$ cat config.mk
export PLATFORM = sky130hd
export DESIGN_NAME = ldedec_top
export DESIGN_NICKNAME = d
export VERILOG_FILES = /design/src/core/ldedec_top.v /design/src/core/ldedec_addr.v /design/src/core/ldedec_chk.v
export VERILOG_INCLUDE_DIRS = /design/src /design/src/core
export SDC_FILE = /design/constraint.sdc
export NUM_CORES = 1
export LEC_CHECK = 0
export ABC_AREA = 1
export BUFFER_PORTS_ARGS = -buffer_cell sky130_fd_sc_hd__buf_2
export CELL_PAD_IN_SITES_DETAIL_PLACEMENT = 2
export CELL_PAD_IN_SITES_GLOBAL_PLACEMENT = 2
export CORE_MARGIN = 3
export CORE_UTILIZATION = 29
export CTS_CLUSTER_DIAMETER = 30
export DETAILED_ROUTE_END_ITERATION = 8
export GPL_TIMING_DRIVEN = 0
export HOLD_SLACK_MARGIN = 0.08
export PLACE_DENSITY_LB_ADDON = 0.1
export REMOVE_ABC_BUFFERS = 1
export SLEW_MARGIN = 20
export SYNTH_ARGS = -nofsm -noshare
export SYNTH_HDL_FRONTEND = slang
export SYNTH_HIERARCHICAL = 1
export SYNTH_SLANG_ARGS = --single-unit
$ cat constraint.sdc
create_clock -name mclk_i -period 2.4 [get_ports mclk_i]
set_input_delay 0.24 -clock mclk_i [delete_from_list [all_inputs] [get_ports mclk_i]]
set_output_delay 0.24 -clock mclk_i [all_outputs]
set_load 0.005 [all_outputs]
$ cat src/core/ldedec_defs.vh
// constants for the large-page directory entry decoder
// Overview of operation
// - page base is entry bits from address-width limit minus one down to 21.
// - with nested translation enabled, the base is a guest address needing more translation.
// - entry bits above address width and bits 20:10, 8, 6:5, 2 are ignored.
// - null flag set: a read makes no memory access and returns zeros, null completion.
// - null flag set: every write to the page is silently dropped.
// - in the coherency domain, bits 7, 4 and 3 go out as memory-type selectors.
// - write-permit bit 1 clear denies writes for user-level requests in the mapped region.
// - no supervisor contexts; all requests checked as user level, write-protect never applies.
`ifndef LDEDEC_DEFS_VH
`define LDEDEC_DEFS_VH

// entry field positions
`define LDE_BIT_PRESENT   0
`define LDE_BIT_WRITE     1
`define LDE_BIT_WTHRU     3
`define LDE_BIT_CDIS      4
`define LDE_BIT_PATIDX    7
`define LDE_BIT_NULL      9
`define LDE_BASE_LSB      21

// fault kinds
`define LDE_FLT_NONE      2'h0
`define LDE_FLT_ABSENT    2'h1
`define LDE_FLT_WDENY     2'h2

// register offsets
`define LDE_OFS_CTRL      8'h00
`define LDE_OFS_STATUS    8'h04
`define LDE_OFS_CNT0      8'h08
`define LDE_OFS_CNT1      8'h0C
`define LDE_OFS_CNT2      8'h10
`define LDE_OFS_CNT3      8'h14
`define LDE_OFS_LASTLO    8'h18
`define LDE_OFS_LASTHI    8'h1C

// control fields and reset value
`define LDE_CTL_NESTED    0
`define LDE_CTL_COHERENT  1
`define LDE_CTL_SWPE      2
`define LDE_CTL_RESET     32'h00000002

// sticky status fields
`define LDE_ST_FAULT      0
`define LDE_ST_NULL       1
`define LDE_ST_DENY       2

`endif

$ cat src/core/ldedec_top.v
// large-page directory entry decoder: request classification, outputs and registers
//
// The address-and-strobe port and the register offsets were left to the implementer.
`timescale 1ns/1ps
`include "ldedec_defs.vh"

module ldedec_top #(
  parameter PAW = 39,
  parameter VW  = 48,
  parameter DW  = 32,
  parameter TW  = 8
) (
  // clock and reset
  input  wire           mclk_i,
  input  wire           rst_i,
  // translation request with its fetched entry
  input  wire           req_valid_i,
  input  wire           req_write_i,
  input  wire [TW-1:0]  req_tag_i,
  input  wire [VW-1:0]  req_vaddr_i,
  input  wire [DW-1:0]  req_wdata_i,
  input  wire [63:0]    req_entry_i,
  // register port
  input  wire [7:0]     reg_addr_i,
  input  wire [31:0]    reg_wdata_i,
  input  wire           reg_we_i,
  input  wire           reg_re_i,
  output wire [31:0]    reg_rdata_o,
  // memory access
  output wire           mem_valid_o,
  output wire           mem_write_o,
  output wire [TW-1:0]  mem_tag_o,
  output wire [PAW-1:0] mem_addr_o,
  output wire [DW-1:0]  mem_wdata_o,
  output wire           mem_gpa_o,
  output wire           mem_attr_idx_o,
  output wire           mem_cache_dis_o,
  output wire           mem_wthru_o,
  // null completion
  output wire           cpl_valid_o,
  output wire [TW-1:0]  cpl_tag_o,
  output wire [DW-1:0]  cpl_data_o,
  // dropped write
  output wire           drop_o,
  output wire [TW-1:0]  drop_tag_o,
  // translation fault
  output wire           fault_o,
  output wire [1:0]     fault_kind_o,
  output wire [TW-1:0]  fault_tag_o
);

  localparam NCNT = 4;

  ////////////////////////////////////////////////////////////////////////////
  // decode

  wire [PAW-1:0] paddr_w;
  wire           absent_w;
  wire           null_w;
  wire           wdeny_w;
  wire [2:0]     mtype_w;
  reg  [31:0]    ctrl_q;

  ldedec_addr #(
    .PAW (PAW),
    .VW  (VW)
  ) u_addr (
    .entry_i (req_entry_i),
    .vaddr_i (req_vaddr_i),
    .paddr_o (paddr_w)
  );

  ldedec_chk u_chk (
    .entry_i    (req_entry_i),
    .write_i    (req_write_i),
    .coherent_i (ctrl_q[`LDE_CTL_COHERENT]),
    .absent_o   (absent_w),
    .null_o     (null_w),
    .wdeny_o    (wdeny_w),
    .mtype_o    (mtype_w)
  );

  // priority: absent entry, then null page, then write permission
  reg do_fault;
  reg do_cpl;
  reg do_drop;
  reg do_mem;
  reg [1:0] fkind;

  always @* begin
    do_fault = 1'b0;
    do_cpl   = 1'b0;
    do_drop  = 1'b0;
    do_mem   = 1'b0;
    fkind    = `LDE_FLT_NONE;
    // a missing entry is judged first: its other bits carry no meaning
    if (req_valid_i) begin
      // an entry left absent by software lands here
      if (absent_w) begin
        do_fault = 1'b1;
        fkind    = `LDE_FLT_ABSENT;
      end else if (null_w) begin
        do_cpl  = ~req_write_i;
        do_drop = req_write_i;
      end else if (wdeny_w) begin
        // a null write never gets here, so it is dropped rather than refused
        // write refused
        do_fault = 1'b1;
        fkind    = `LDE_FLT_WDENY;
      end else begin
        do_mem = 1'b1;
      end
    end
  end

  ////////////////////////////////////////////////////////////////////////////
  // registered outputs

  reg           mem_valid_q;
  reg           mem_write_q;
  reg [TW-1:0]  mem_tag_q;
  reg [PAW-1:0] mem_addr_q;
  reg [DW-1:0]  mem_wdata_q;
  reg           mem_gpa_q;
  reg [2:0]     mem_type_q;
  reg           cpl_valid_q;
  reg [TW-1:0]  cpl_tag_q;
  reg [DW-1:0]  cpl_data_q;
  reg           drop_q;
  reg [TW-1:0]  drop_tag_q;
  reg           fault_q;
  reg [1:0]     fault_kind_q;
  reg [TW-1:0]  fault_tag_q;

  always @(posedge mclk_i) begin
    if (rst_i) begin
      mem_valid_q  <= 1'b0;
      mem_write_q  <= 1'b0;
      mem_tag_q    <= {TW{1'b0}};
      mem_addr_q   <= {PAW{1'b0}};
      mem_wdata_q  <= {DW{1'b0}};
      mem_gpa_q    <= 1'b0;
      mem_type_q   <= 3'h0;
      cpl_valid_q  <= 1'b0;
      cpl_tag_q    <= {TW{1'b0}};
      cpl_data_q   <= {DW{1'b0}};
      drop_q       <= 1'b0;
      drop_tag_q   <= {TW{1'b0}};
      fault_q      <= 1'b0;
      fault_kind_q <= `LDE_FLT_NONE;
      fault_tag_q  <= {TW{1'b0}};
    end else begin
      // one outcome pulse per request, one cycle after it is taken
      mem_valid_q <= do_mem;
      cpl_valid_q <= do_cpl;
      drop_q      <= do_drop;
      fault_q     <= do_fault;
      // side fields hold between pulses so they are stable for the consumer
      if (do_mem) begin
        mem_write_q <= req_write_i;
        mem_tag_q   <= req_tag_i;
        mem_addr_q  <= paddr_w;
        mem_wdata_q <= req_write_i ? req_wdata_i : {DW{1'b0}};
        mem_gpa_q   <= ctrl_q[`LDE_CTL_NESTED];
        mem_type_q  <= mtype_w;
      end
      if (do_cpl) begin
        cpl_tag_q  <= req_tag_i;
        cpl_data_q <= {DW{1'b0}};
      end
      if (do_drop) begin
        drop_tag_q <= req_tag_i;
      end
      if (do_fault) begin
        fault_kind_q <= fkind;
        fault_tag_q  <= req_tag_i;
      end
    end
  end

  assign mem_valid_o  = mem_valid_q;
  assign mem_write_o  = mem_write_q;
  assign mem_tag_o    = mem_tag_q;
  assign mem_addr_o   = mem_addr_q;
  assign mem_wdata_o  = mem_wdata_q;
  assign mem_gpa_o    = mem_gpa_q;
  assign mem_attr_idx_o  = mem_type_q[2];
  assign mem_cache_dis_o = mem_type_q[1];
  assign mem_wthru_o     = mem_type_q[0];
  assign cpl_valid_o  = cpl_valid_q;
  assign cpl_tag_o    = cpl_tag_q;
  assign cpl_data_o   = cpl_data_q;
  assign drop_o       = drop_q;
  assign drop_tag_o   = drop_tag_q;
  assign fault_o      = fault_q;
  assign fault_kind_o = fault_kind_q;
  assign fault_tag_o  = fault_tag_q;

  ////////////////////////////////////////////////////////////////////////////
  // control, sticky status and last fault address

  reg [2:0]    sticky_q;
  reg [VW-1:0] last_q;
  wire         wr_ctrl;
  wire         wr_status;
  wire [2:0]   st_set;
  wire [2:0]   st_clr;

  assign wr_ctrl   = reg_we_i && (reg_addr_i == `LDE_OFS_CTRL);
  assign wr_status = reg_we_i && (reg_addr_i == `LDE_OFS_STATUS);
  assign st_set    = {do_fault && (fkind == `LDE_FLT_WDENY), do_cpl | do_drop, do_fault};
  assign st_clr    = wr_status ? reg_wdata_i[2:0] : 3'h0;

  always @(posedge mclk_i) begin
    if (rst_i) begin
      ctrl_q   <= `LDE_CTL_RESET;
      sticky_q <= 3'h0;
      last_q   <= {VW{1'b0}};
    end else begin
      if (wr_ctrl) begin
        // only the three defined control bits are kept; the rest read back as zero
        // supervisor write-protect is stored for software but steers nothing
        ctrl_q <= {29'h0, reg_wdata_i[`LDE_CTL_SWPE:0]};
      end
      // write one to clear; a new event in the same cycle wins
      sticky_q <= (sticky_q & ~st_clr) | st_set;
      // null outcomes are not faults and leave the captured address alone
      if (do_fault) begin
        last_q <= req_vaddr_i;
      end
    end
  end

  ////////////////////////////////////////////////////////////////////////////
  // saturating event counters; a write to their offset restarts them at zero, or at one if their event comes in that cycle

  wire [NCNT-1:0]    cnt_ev;
  wire [32*NCNT-1:0] cnt_w;

  // saturating, not wrapping, so software never sees a small count after overflow
  assign cnt_ev = {st_set[2], st_set[1], st_set[0], req_valid_i};

  genvar gi;
  generate
    for (gi = 0; gi < NCNT; gi = gi + 1) begin : g_cnt
      localparam [31:0] OFS_W = `LDE_OFS_CNT0 + 4 * gi;
      wire       cnt_clr = reg_we_i && (reg_addr_i == OFS_W[7:0]);
      reg [31:0] q;
      always @(posedge mclk_i) begin
        if (rst_i) begin
          q <= 32'h0;
        end else if (cnt_clr) begin
          q <= {31'h0, cnt_ev[gi]};
        end else if (cnt_ev[gi] && (q != 32'hFFFFFFFF)) begin
          q <= q + 32'h1;
        end
      end
      assign cnt_w[32*gi +: 32] = q;
    end
  endgenerate

  ////////////////////////////////////////////////////////////////////////////
  // read port

  reg [31:0] rdata_q;
  reg [31:0] rmux;
  wire [63:0] last_w;

  assign last_w = {{(64-VW){1'b0}}, last_q};

  always @* begin
    case (reg_addr_i)
      `LDE_OFS_CTRL:        rmux = ctrl_q;
      `LDE_OFS_STATUS:      rmux = {29'h0, sticky_q};
      `LDE_OFS_CNT0:        rmux = cnt_w[31:0];
      `LDE_OFS_CNT1:        rmux = cnt_w[63:32];
      `LDE_OFS_CNT2:        rmux = cnt_w[95:64];
      `LDE_OFS_CNT3:        rmux = cnt_w[127:96];
      `LDE_OFS_LASTLO:      rmux = last_w[31:0];
      `LDE_OFS_LASTHI:      rmux = last_w[63:32];
      // unmapped offsets read as zero
      default:              rmux = 32'h0;
    endcase
  end

  // data stand only in the cycle after the read strobe
  always @(posedge mclk_i) begin
    if (rst_i) begin
      rdata_q <= 32'h0;
    end else begin
      rdata_q <= reg_re_i ? rmux : 32'h0;
    end
  end

  assign reg_rdata_o = rdata_q;

endmodule

$ cat src/core/ldedec_addr.v
// forms the translated address from a 2MB directory entry and a request address
`timescale 1ns/1ps
`include "ldedec_defs.vh"

module ldedec_addr #(
  parameter PAW = 39,
  parameter VW  = 48
) (
  // inputs
  input  wire [63:0]    entry_i,
  input  wire [VW-1:0]  vaddr_i,
  // output
  output wire [PAW-1:0] paddr_o
);

  // bits above PAW-1 and 20:10 never reach the concatenated address
  assign paddr_o = {entry_i[PAW-1:`LDE_BASE_LSB], vaddr_i[`LDE_BASE_LSB-1:0]};

endmodule

$ cat src/core/ldedec_chk.v
// classifies a request against the flag bits of a 2MB directory entry
`timescale 1ns/1ps
`include "ldedec_defs.vh"

module ldedec_chk (
  // inputs
  input  wire [63:0] entry_i,
  input  wire        write_i,
  input  wire        coherent_i,
  // outputs
  output wire        absent_o,
  output wire        null_o,
  output wire        wdeny_o,
  output wire [2:0]  mtype_o
);

  assign absent_o = ~entry_i[`LDE_BIT_PRESENT];
  assign null_o   = entry_i[`LDE_BIT_NULL];
  // always user level, so write-protect enable is not consulted
  assign wdeny_o  = write_i & ~entry_i[`LDE_BIT_WRITE];
  // bits 8, 6:5 and 2 are not looked at
  assign mtype_o  = coherent_i ? {entry_i[`LDE_BIT_PATIDX], entry_i[`LDE_BIT_CDIS], entry_i[`LDE_BIT_WTHRU]}
                               : 3'h0;

endmodule

=== Word level (Yosys, flattened, before mapping) ===
Index checks and enable logic that the tools add are counted.

* Bits in registers: 328
* Latch bits: 0
* RAM bits: 0
* Memory bits (read-only): 0
* Output and inout port bits: 178
* Logic and storage cells: 101
* Memories: 0

* Add/sub/neg operators: 4
* $mul: 0
* Divide/modulo/power cells: 0
* Order comparisons: 0
* Equal/unequal tests: 12
* Shift operators: 0
* Mux-type cells: 30
* Bitwise logic cells: 8
* Reduce and logical (&&, ||, !) cells: 21

{| class="wikitable"
|+ Operators with widths
! cell !! number
|-
| one-hot mux 32 bit (8 select lines) || 1
|-
| adder 32 x 1 -> 32 bit, second input constant || 4
|-
| inequality test 32 bit, second input constant || 4
|-
| == test 8 x 5 -> 1 bit, second input constant || 4
|-
| 2-to-1 mux 32 bit || 1
|-
| 2-to-1 mux 1 bit || 22
|-
| == test 8 x 4 -> 1 bit, second input constant || 2
|-
| logical AND 1 bit || 11
|-
| OR reduction 2 bit || 5
|-
| == test 8 x 3 -> 1 bit, second input constant || 1
|-
| zero test 8 bit || 1
|-
| 2-to-1 mux 2 bit || 4
|-
| nonzero test 2 bit || 4
|-
| 2-to-1 mux 3 bit || 2
|-
| AND 3 bit || 1
|-
| inverter 1 bit || 3
|-
| inverter 3 bit || 1
|-
| bitwise OR 3 bit || 1
|-
| == test 2 bit, second input constant || 1
|-
| AND 1 bit || 1
|-
| bitwise OR 1 bit || 1
|}

=== Depth between registers and ports, before layout ===
Gate-level depths: netlist of the first run.

* Word-level depth: 11
* Gate-level depth with buffers: 12
* Gate-level depth less buffers: 12

=== Cells and area by module ===
The synthesis of the first run kept the hierarchy.

{| class="wikitable"
|+ Modules (own cells, without submodules)
! module !! instances !! cells an instance !! area each (µm²)
|-
| ldedec_top || 1 || 2550 || 16588.4
|-
| ldedec_addr || 1 || 39 || 292.8
|-
| ldedec_chk || 1 || 10 || 41.3
|}

=== Worst setup path before layout of the first run ===
No wires, ideal clock.

* Path kind: reg-to-reg
* Start: reg g_cnt[3].q[0]
* End: reg g_cnt[3].q[13]
* Setup time: 121 ps
* Arrival: 1579 ps
* Data required time: 2279 ps
* Path slack: 700 ps
* Cell stages (with the launch flop): 12
* Cell sequence: dfxtp_1 > ha_1 > nand2_1 > nor2_2 > nand2_2 > nor2_4 > nand2_4 > nand2_8 > inv_2 > buf_2 > nand2_1 > a21oi_2

* Longest elaborated chain between the ends: 2

{| class="wikitable"
|+ Ends and longest elaborated chain
! item !! RTL line !! RTL
|-
| start: declaration || ldedec_top.v:248 || <nowiki>reg [31:0] q;</nowiki>
|-
| start signal: assignment || ldedec_top.v:253 || <nowiki>q <= {31'h0, cnt_ev[gi]};</nowiki>
|-
| start signal: assignment || ldedec_top.v:255 || <nowiki>q <= q + 32'h1;</nowiki>
|-
| parallel branches: the longest is 2 deep, another holds adder 32 x 1 -> 32 bit || n/a ||
|}

Several ways; the timed one is not identified.
A chain may end at the register's enable or synchronous reset.

=== Worst setup path in the final report of the first run ===
* Start: in reg_addr_i[5]
* End: reg rdata_q[7] (netlist: reg_rdata_o[7])

* Longest elaborated chain between the ends: 2

{| class="wikitable"
|+ Ends and longest elaborated chain
! item !! RTL line !! RTL
|-
| start: declaration || ldedec_top.v:24 || <nowiki>input wire [7:0] reg_addr_i,</nowiki>
|-
| == test 8 x 5 -> 1 bit (tied with other cells) || ldedec_top.v:272 || <nowiki>case (reg_addr_i)</nowiki>
|-
| one-hot mux 32 bit (8 select lines) (*) || ldedec_top.v:272 ||
|-
| end signal: assignment || ldedec_top.v:291 || <nowiki>rdata_q <= reg_re_i ? rmux : 32'h0;</nowiki>
|-
| end: declaration || ldedec_top.v:265 || <nowiki>reg [31:0] rdata_q;</nowiki>
|}

Mark *: on every way between the ends. The rest lies on a longest branch, timed or not.

==> results of run 1 <==
power by group through the flow:
| stage | Clock, W | Sequential (W) | Combinational, W |
|---|---|---|---|
| 3_3_place_gp | 0 | 0.00578 | 0.000779 |
| 6_report | 0.0140 | 0.00570 | 0.00107 |
| 4_1_cts | 0.0141 | 0.00569 | 0.00102 |
| 3_5_place_dp | 0 | 0.00578 | 0.000834 |
| 5_1_grt | 0.0146 | 0.00572 | 0.00117 |
| 2_1_floorplan | 0 | 0.00577 | 0.000356 |
per-layer routing:
layer | routed length [um] | vias up | share of wire (%) | GRT usage, %
met3 | 4000 | 182 | 4.8 | 5.94
li1 | - | 8951 | - | -
met2 | 41300 | 447 | 49 | 47.3
met1 | 35100 | 9361 | 42 | 32.0
met4 | 3440 | 8 | 4.1 | 11.2
met5 | 63 | - | 0.075 | 0
repair_timing:
action | in CTS | in global routing
setup endpoints to repair | 182 | 183
hold endpoints to repair | 163 | 15
resized for setup | 12 | 11
pin swaps | 3 | 4
cloned | 2 | 0
hold buffers | 127 | 2
setup buffers | 2 | 4
through the flow:
| step | setup slack (ns) | hold slack [ns] |
|---|---|---|
| floorplan | -2.24 | 0.309 |
| global placement | -7.35 | 0.435 |
| detailed placement | -1.41 | 0.449 |
| CTS | 0.000159 | 0.0808 |
| global route | 0.00242 | 0.152 |
| finish | 0.136 | 0.147 |
cells in the mapped netlist:
master	count
xor2_1	40
dfxtp_1	328
o21a_1	1
a211oi_1	1
clkinv_1	1
nor3_1	15
ha_1	4
inv_1	182
a21oi_2	10
a31oi_1	1
inv_2	14
nand2_8	2
clkbuf_1	40
nor2_8	1
a21oi_1	154
buf_4	79
nor2_4	8
nand2_4	5
o21ai_1	14
nor3_2	2
buf_1	9
nand3b_1	2
conb_1	1
nand3_1	184
buf_6	7
nand4_1	27
buf_8	1
o21ai_0	167
nor2_1	501
xnor2_1	12
nand2_2	22
and2_1	2
o22ai_1	13
nor3_4	2
nand2_1	687
buf_2	44
nor2_2	15
a21boi_0	1
registers in the layout (all words and copies together) (netlist names), 8 cells and up:
signal       cells
g_cnt.q        128
last_q          48
mem_addr_o      39
mem_wdata_o     32
reg_rdata_o     32
cpl_tag_o        8
drop_tag_o       8
fault_tag_o      8
mem_tag_o        8
cell type report:
cell class / instances / area share (%)
Antenna cell: 2 / 0.0212
Clock buffer: 138 / 12.1
Clock inverter: 49 / 3.09
Inverter: 197 / 3.22
Multi-Input combinational cell: 1927 / 37.2
Sequential cell: 328 / 27.8
Tap cell: 756 / 4.01
Timing Repair Buffer: 420 / 12.6
cell families after synthesis:
group	count (synthesis)
compound gates	362
fa+ha+maj	4
other cells	1
buf+inv	377
flops	328
simple gates	1475
xor+xnor	52
worst min path at each step:
stage / from / end / slack (ns) / depth (start not counted)
6_report: reg_re_i / reg_rdata_o[0] / 0.15 / 3
3_5_place_dp: last_q[5] / last_q[5] / 0.45 / 2
5_1_grt: reg_re_i / reg_rdata_o[0] / 0.15 / 3
3_3_place_gp: last_q[5] / last_q[5] / 0.44 / 2
4_1_cts: req_write_i / mem_wdata_o[8] / 0.08 / 3
2_1_floorplan: rst_i / mem_wdata_o[0] / 0.31 / 1
worst max-delay path, stage by stage:
cell     delay (ns)
buf_2          0.10
nor2_1         0.33
nand2_2        0.26
nor2_4         0.34
buf_12         0.23
nand3_1        0.34
o21ai_0        0.53
nor2_1         0.11
a21oi_1        0.28
==> run_results.csv, run 1 <==
group,metric,value,unit
status,status,"complete, no violations",
global_route,grt_use_total,27.0,%
timing,maxSlewViolCount,0,
pwr,switching_power,0.00499,W
worst_setup_path,r2r_start,"g_cnt[1].q[16]",
yosys,synthMuxAreaShare,0,%
yosys,postSynthAreaPerCell,6.51,um^2
pwr,power.density,881,nW/um^2
drt,drc,0,
die,rows,87,
pwr,p_leak,9.62,nW
drt,vias,18900,
die,dieWidth,248,um
timing,layout_min_cycle_time,2.26,ns
die,core_region_area,57000,um^2
global_route,grt_pass1_wl,128,mm
final_layout,drive_gt1_share,18.1,%
pwr,pwr-share-comb,5.2,%
placed_design,dpl.cell_count,3491,
clock_tree,root_buffer,"clkbuf_16",
timing,slew_headroom,33.1,%
final_layout,layout_commonest_cell,"nand2_1",
worst_setup_path,cp-start-kind,"input pin",
pwr,total_power,0.0208,W
timing,finClkSkew,0.0492,ns
yosys,synthAdderAreaFrac,0.296,%
yosys,synth_area,16900,um^2
yosys,synth_top_family_by_area,"simple AND/OR/NAND/NOR gates",
worst_setup_path,cp-end-kind,"flip-flop",
timing,final_hold_viol_count,0,
global_route,grt_max_degree,74,
clock_tree,cts_htree_levels,3,
hold_path,hold_class,"input pin to flip-flop",
worst_setup_path,cp.arrival,2.78,ns
timing,final.period_utilization,94.3,%
final_layout,finish.utilization,41.4,%
timing,setup_viol,0,
final_layout,syn2layout_area_growth,39.5,%
yosys,ys_types,38,
timing,setup_tns,0,ns
yosys,yosys.area_share.simple,36.3,%
die,ioPinCount,376,
pwr,p_int,0.0158,W
placed_design,dpl_cell_area,18500,um^2
drt,drtIter0Drc,811,
drt,viasPerCell,4.96,
global_route,grt_pass1_vias,21500,
timing,worst_pin_slew,1.00,ns
placed_design,place.gp.congestion,0.853,
drt,drt_wl_total,83.9,mm
final_layout,fin_cells,3817,
yosys,synth_top_area_share,38.8,%
pwr,switching_share,24.0,%
pwr,power_frac_seq,27.4,%
worst_setup_path,cp-startpoint,"reg_addr_i[5]",
worst_setup_path,worst_ep_required_time,2.92,ns
final_layout,nFillCells,6625,
final_layout,multi_input_area,8770,um^2
yosys,synth_area_leaders,"dfxtp_1 (39%), nand2_1 (15%), nor2_1 (11%)",
clock_tree,path_clk_slew,0.04,ns
placed_design,port_buffers,274,
clock_tree,clock_path_buffers,3,
worst_setup_path,r2r-end,"g_cnt[1].q[0]",
worst_setup_path,crit_fanout,30,
clock_tree,cts.sinks,328,
pwr,ir_drop,0.000573,V
worst_setup_path,r2r_slack,0.15,ns
worst_setup_path,ff2ff_path_depth,9,
global_route,antenna_found_initial,6,
worst_setup_path,crit_path_end,"reg_rdata_o[7]",
clock_tree,cts_tree,"yes",
yosys,synth_seq_cells,328,
die,die-height,248,um
timing,maxClockFrequency,0.442,GHz
worst_setup_path,path_class,"input pin to flip-flop",
drt,routedWlPerCell,22.0,um
drt,drtAntennaViolNets,0,
yosys,synth_compound_area_share,11.1,%
global_route,overflow,0,
yosys,synth_xor_area_share,2.69,%
job,max-cap-violations,0,
timing,rsz0062_at_grt,"yes",
yosys,synthesis.instances,2599,
clock_tree,clock_latency,0.65,ns
die,die-area,61300,um^2
final_layout,most-common-layout-cells,"nand2_1 (681), nor2_1 (501), dfxtp_1 (326), buf_2 (272), nand3_1 (184)",
die,start_util,29.7,%
final_layout,seq_area,6570,um^2
pwr,p_clk_share,67.4,%
final_layout,finalNetCount,3177,
yosys,ys_seq_area_share,38.8,%
clock_tree,cts_buffers,101,
yosys,yosysTopAreaCell,"dfxtp_1",
final_layout,fin_area,23600,um^2
drt,firstDrtPassIters,5,
yosys,yosysWarnings,6,
placed_design,dpl.hpwl,54.3,mm
Note: power is estimated with default switching activity, not from simulation.
==> run 2: changes to the inputs <==
--- a/config.mk
+++ b/config.mk
@@ -17,6 +17,7 @@
 export GPL_TIMING_DRIVEN = 0
 export HOLD_SLACK_MARGIN = 0.08
 export PLACE_DENSITY_LB_ADDON = 0.1
+export RECOVER_POWER = 100
 export REMOVE_ABC_BUFFERS = 1
 export SLEW_MARGIN = 20
 export SYNTH_ARGS = -nofsm -noshare
==> run 2 against run 1 <==
Routed wire length barely moved. First-iteration DRC count rose by 0.37%. Sequential power about the same. Cell count unchanged. Die area unchanged.
==> run_results.csv, run 2 (same netlist as run 1, synthesis figures left out) <==
group,metric,value,unit
status,status,"complete, no violations",
placed_design,dp_worst_setup_slack,-1.41,ns
timing,slew_headroom,20.3,%
clock_tree,cts_buffers,101,
final_layout,nFillCells,6684,
die,ioPinCount,376,
die,die-height,248,um
worst_setup_path,cp-start-kind,"input pin",
worst_setup_path,path_class,"input pin to flip-flop",
clock_tree,clock_path_buffers,3,
drt,vias,18900,
clock_tree,path_clk_slew,0.05,ns
global_route,grt_pass1_vias,21500,
clock_tree,cts_htree_levels,3,
timing,setup_tns,0,ns
pwr,power.density,887,nW/um^2
global_route,overflow,0,
timing,worst_pin_slew,1.20,ns
hold_path,hold_class,"input pin to flip-flop",
worst_setup_path,cp-startpoint,"req_valid_i",
timing,setup_slack,0.131,ns
clock_tree,cts_tree,"yes",
final_layout,layout_commonest_cell,"nand2_1",
clock_tree,clock_latency,0.65,ns
timing,maxClockFrequency,0.441,GHz
final_layout,fin_area,23400,um^2
die,dieWidth,248,um
final_layout,regMostFlops,"g_cnt.q",
global_route,antenna_found_initial,7,
worst_setup_path,crit_fanout,21,
drt,drc,0,
worst_setup_path,r2r-end,"g_cnt[1].q[0]",
final_layout,finalNetCount,3177,
drt,routedWlPerCell,22.0,um
die,rows,87,
die,core_region_area,57000,um^2
job,max-cap-violations,0,
final_layout,largest_reg_flops,128,
worst_setup_path,r2r_start,"g_cnt[1].q[16]",
worst_setup_path,worst_ep_required_time,2.96,ns
hold_path,min_to,"fault_kind_o[1]",
timing,rsz0062_at_grt,"yes",
global_route,grt_pass1_wl,128,mm
placed_design,place.gp.congestion,0.853,
die,die-area,61300,um^2
timing,layout_min_cycle_time,2.27,ns
placed_design,port_buffers,274,
placed_design,dpl.hpwl,54.3,mm
timing,final_hold_viol_count,0,
drt,drt_wl_total,83.9,mm
final_layout,syn2layout_area_growth,38.4,%
final_layout,most-common-layout-cells,"nand2_1 (681), nor2_1 (501), dfxtp_1 (326), nand3_1 (184), inv_1 (182)",
hold_path,min_from,"req_entry_i[9]",
drt,drtIter0Drc,814,
placed_design,dpl_cell_area,18500,um^2
timing,finClkSkew,0.0487,ns
worst_setup_path,ff2ff_path_depth,9,
final_layout,drive_gt1_share,13.9,%
pwr,ir_drop,0.000563,V
hold_path,holdPathStages,4,
global_route,grt_use_total,27.0,%
clock_tree,cts.sinks,328,
drt,viasPerCell,4.96,
worst_setup_path,cp-end-kind,"flip-flop",
pwr,total_power,0.0208,W
timing,final.period_utilization,94.5,%
pwr,p_leak,9.09,nW
worst_setup_path,r2r_slack,0.16,ns
worst_setup_path,cp.arrival,2.83,ns
clock_tree,root_buffer,"clkbuf_16",
die,start_util,29.7,%
drt,drtAntennaViolNets,0,
global_route,grt_max_degree,74,
timing,maxSlewViolCount,0,
drt,firstDrtPassIters,5,
timing,setup_viol,0,
-- run 2: cell count changes in the layout (fill, tap and decap cells not counted), sizes merged --
cell    before  now
buf        290  168
clkbuf     139  261
-- run 2: final cells by class --
type / count / area (um^2) / area share [%]
repair buffers: 420 / 2810 / 12.0
well taps: 756 / 946 / 4.04
flip-flops and latches: 328 / 6570 / 28.0
multi-input cells: 1927 / 8750 / 37.3
clock buffers: 138 / 2860 / 12.2
clock inverters: 49 / 729 / 3.11
diodes: 2 / 5.00 / 0.0214
inverters: 197 / 759 / 3.24
-- run 2: repair_timing --
| item | in CTS | in global routing |
|---|---|---|
| hold endpoints to repair | 163 | 15 |
| gates cloned | 2 | 0 |
| resized for setup | 12 | 11 |
| hold buffers | 127 | 2 |
| setup buffers | 2 | 4 |
| pin swaps | 3 | 4 |
| endpoints found under the setup margin | 182 | 183 |
-- run 2: worst max path at each step --
stage,to,slack (ns)
floorplan,mem_addr_o[0],-2.24
global placement,mem_addr_o[17],-7.35
detailed placement,g_cnt[2].q[17],-1.41
CTS,g_cnt[1].q[24],0.0002
global route,g_cnt[2].q[30],-0.002
finish,mem_wdata_o[14],0.13
-- run 2: stage by stage --
| step | hold slack (ns) | cells | util [%] |
|---|---|---|---|
| detailed placement | 0.449 | 3491 | 32.5 |
| global route | 0.152 | 3817 | 41.1 |
| CTS | 0.0808 | 3809 | 41.2 |
| floorplan | 0.309 | 2450 | - |
| finish | 0.141 | 3817 | 41.1 |
| global placement | 0.435 | 3480 | 32.0 |
-- run 2: report_power, final --
group / leakage (nW) / switching (W) / internal [W]
clock: 1.75 / 0.00422 / 0.00978
combinational: 4.67 / 0.000671 / 0.000383
sequential: 2.66 / 0.0000882 / 0.00562
total: 9.09 / 0.00498 / 0.0158
-- run 2: worst max-delay path: stages --
cell           delay [ns]
clkbuf_4             0.30
nand2_1              0.19
nor3_1               0.41
buf_8                0.22
buf_8                0.19
buf_8                0.20
buf_8                0.17
nand3_1              0.07
dlygate4sd3_1        0.60
a21oi_1              0.19
-- run 2: layer usage --
metal  vias to the layer above  track usage (%)  routed length, um
li1                       8947                -                  -
met2                       438             47.3              41400
met5                         -                0                 82
met1                      9343             32.0              35200
met3                       180             5.94               3910
met4                        10             11.2               3340
==> run 3: changes to the inputs <==
--- a/config.mk
+++ b/config.mk
@@ -19,6 +19,7 @@
 export PLACE_DENSITY_LB_ADDON = 0.1
 export RECOVER_POWER = 100
 export REMOVE_ABC_BUFFERS = 1
+export SETUP_SLACK_MARGIN = 0.5
 export SLEW_MARGIN = 20
 export SYNTH_ARGS = -nofsm -noshare
 export SYNTH_HDL_FRONTEND = slang
==> run 3 against run 2 <==
Sequential power is essentially flat. Critical endpoint is now drop_tag_o[4]. Sequential share of layout area shrank 0.89 points. Routed wire length grew 18%. Clock skew grew 0.013 ns. Largest cell class unchanged. Cell count grew 1.8%. Highest routed layer unchanged. Largest power group unchanged. Design area grew 4.3%.
==> run_results.csv, run 3 (same netlist as run 1, synthesis figures left out) <==
group,metric,value,unit
timing,setup_tns,0,ns
placed_design,dp_worst_setup_slack,-1.41,ns
drt,drtIter0Drc,1104,
pwr,ir_drop,0.000613,V
timing,worst_pin_slew,0.916,ns
final_layout,largest_reg_flops,128,
global_route,overflow,0,
die,ioPinCount,376,
timing,setup_viol,0,
worst_setup_path,cp-start-kind,"input pin",
pwr,p_leak,9.40,nW
clock_tree,path_clk_slew,0.05,ns
worst_setup_path,cp.arrival,2.74,ns
placed_design,dpl.hpwl,54.3,mm
pwr,total_power,0.0212,W
clock_tree,root_buffer,"clkbuf_16",
status,status,"complete, no violations",
timing,layout_min_cycle_time,2.20,ns
timing,setup_slack,0.199,ns
job,max-cap-violations,0,
final_layout,drive_gt1_share,17.6,%
global_route,antenna_found_initial,5,
timing,rsz0062_at_grt,"yes",
timing,fin_hold_ws,0.0434,ns
worst_setup_path,path_class,"input pin to flip-flop",
clock_tree,cts.sinks,328,
drt,drtAntennaViolNets,0,
final_layout,finalNetCount,3242,
die,core_region_area,57000,um^2
worst_setup_path,crit_fanout,20,
drt,drt_wl_total,99.0,mm
die,die-area,61300,um^2
final_layout,syn2layout_area_growth,44.4,%
placed_design,place.gp.congestion,0.853,
die,start_util,29.7,%
timing,finClkSkew,0.0621,ns
drt,firstDrtPassIters,5,
global_route,grt_max_degree,74,
timing,maxClockFrequency,0.454,GHz
timing,final.period_utilization,91.7,%
final_layout,regMostFlops,"g_cnt.q",
die,dieWidth,248,um
timing,final_hold_viol_count,0,
global_route,grt_use_total,29.7,%
timing,slew_headroom,38.6,%
hold_path,hold_class,"input pin to flip-flop",
global_route,grt_pass1_wl,139,mm
pwr,power.density,870,nW/um^2
placed_design,port_buffers,274,
worst_setup_path,worst_ep_required_time,2.94,ns
clock_tree,cts_tree,"yes",
clock_tree,clock_latency,0.69,ns
global_route,grt_pass1_vias,22300,
clock_tree,cts_htree_levels,3,
die,rows,87,
die,die-height,248,um
final_layout,layout_commonest_cell,"nand2_1",
placed_design,dpl.cell_count,3491,
worst_setup_path,cp-end-kind,"flip-flop",
drt,drc,0,
drt,viasPerCell,5.16,
clock_tree,cts_buffers,101,
drt,routedWlPerCell,25.5,um
drt,vias,20000,
timing,maxSlewViolCount,0,
final_layout,fin_cells,3885,
clock_tree,clock_path_buffers,3,
final_layout,most-common-layout-cells,"nand2_1 (675), nor2_1 (480), dfxtp_1 (288), inv_1 (181), nand3_1 (179)",
[run 3: cell count changes in the layout (fill, tap and decap cells not counted), moves of 7 or more]
cell and delta:
dfxtp_1 -38, buf_4 +31, dfxtp_2 +31, nor2_1 -21
nor2_2 +17, dlygate4sd3_1 +12, nand2_8 +8, dfxtp_4 +7
[run 3: final timing paths]
| path | to | depth (start not counted) | slack (ns) | from |
|---|---|---|---|---|
| max | drop_tag_o[4] | 10 | 0.20 | req_entry_i[0] |
| min | g_cnt[0].q[21] | 5 | 0.04 | req_valid_i |
| max reg2reg | g_cnt[2].q[3] | 10 | 0.29 | g_cnt[2].q[0] |
| min reg2reg | last_q[29] | 2 | 0.46 | last_q[29] |
[run 3: timing repair]
item                                    CTS  global route
endpoints found under the setup margin  295           212
setup buffers                            31            15
hold buffers                            139             3
cloned                                   10             4
hold endpoints to repair                167             5
gates resized for setup                  65           111
pin swaps                                18            18
[run 3: cell type report]
type / instances / area (um^2)
Sequential cell: 328 / 6630
Inverter: 197 / 773
Timing Repair Buffer: 474 / 3330
Tap cell: 756 / 946
Fill cell: 6611 / 32600
Multi-Input combinational cell: 1938 / 9140
Clock inverter: 49 / 729
Antenna cell: 5 / 12.5
Clock buffer: 138 / 2860
[run 3: layer usage]
metal	wire length, um	vias to the layer above	global-route usage, %
li1	-	9092	-
met1	39700	10100	34.5
met5	13	-	0
met3	4630	242	6.03
met4	4310	2	11.4
met2	50300	605	53.5
[run 3: through the flow]
step,cell area (um^2),utilization [%]
finish,24400,42.8
global route,24400,42.8
CTS,24200,42.4
detailed placement,18500,32.5
global placement,18300,32.0
floorplan,15900,-
[run 3: report_power, final]
group          leakage (nW)  total [W]  internal, W  switching [W]
Clock                  1.75     0.0143      0.00979        0.00448
Combinational          4.96    0.00125     0.000441       0.000814
Sequential             2.69    0.00572      0.00561       0.000109
Total                  9.40     0.0212       0.0158        0.00540
[run 3: worst max-delay path, cell delays in order]
cell and delay (ns):
buf_2 0.08, inv_1 0.06, inv_1 0.07, nand2_2 0.11
nor2_4 0.57, inv_2 0.13, nor2_1 0.64, inv_1 0.43
nor2_1 0.29, nor2_1 0.11
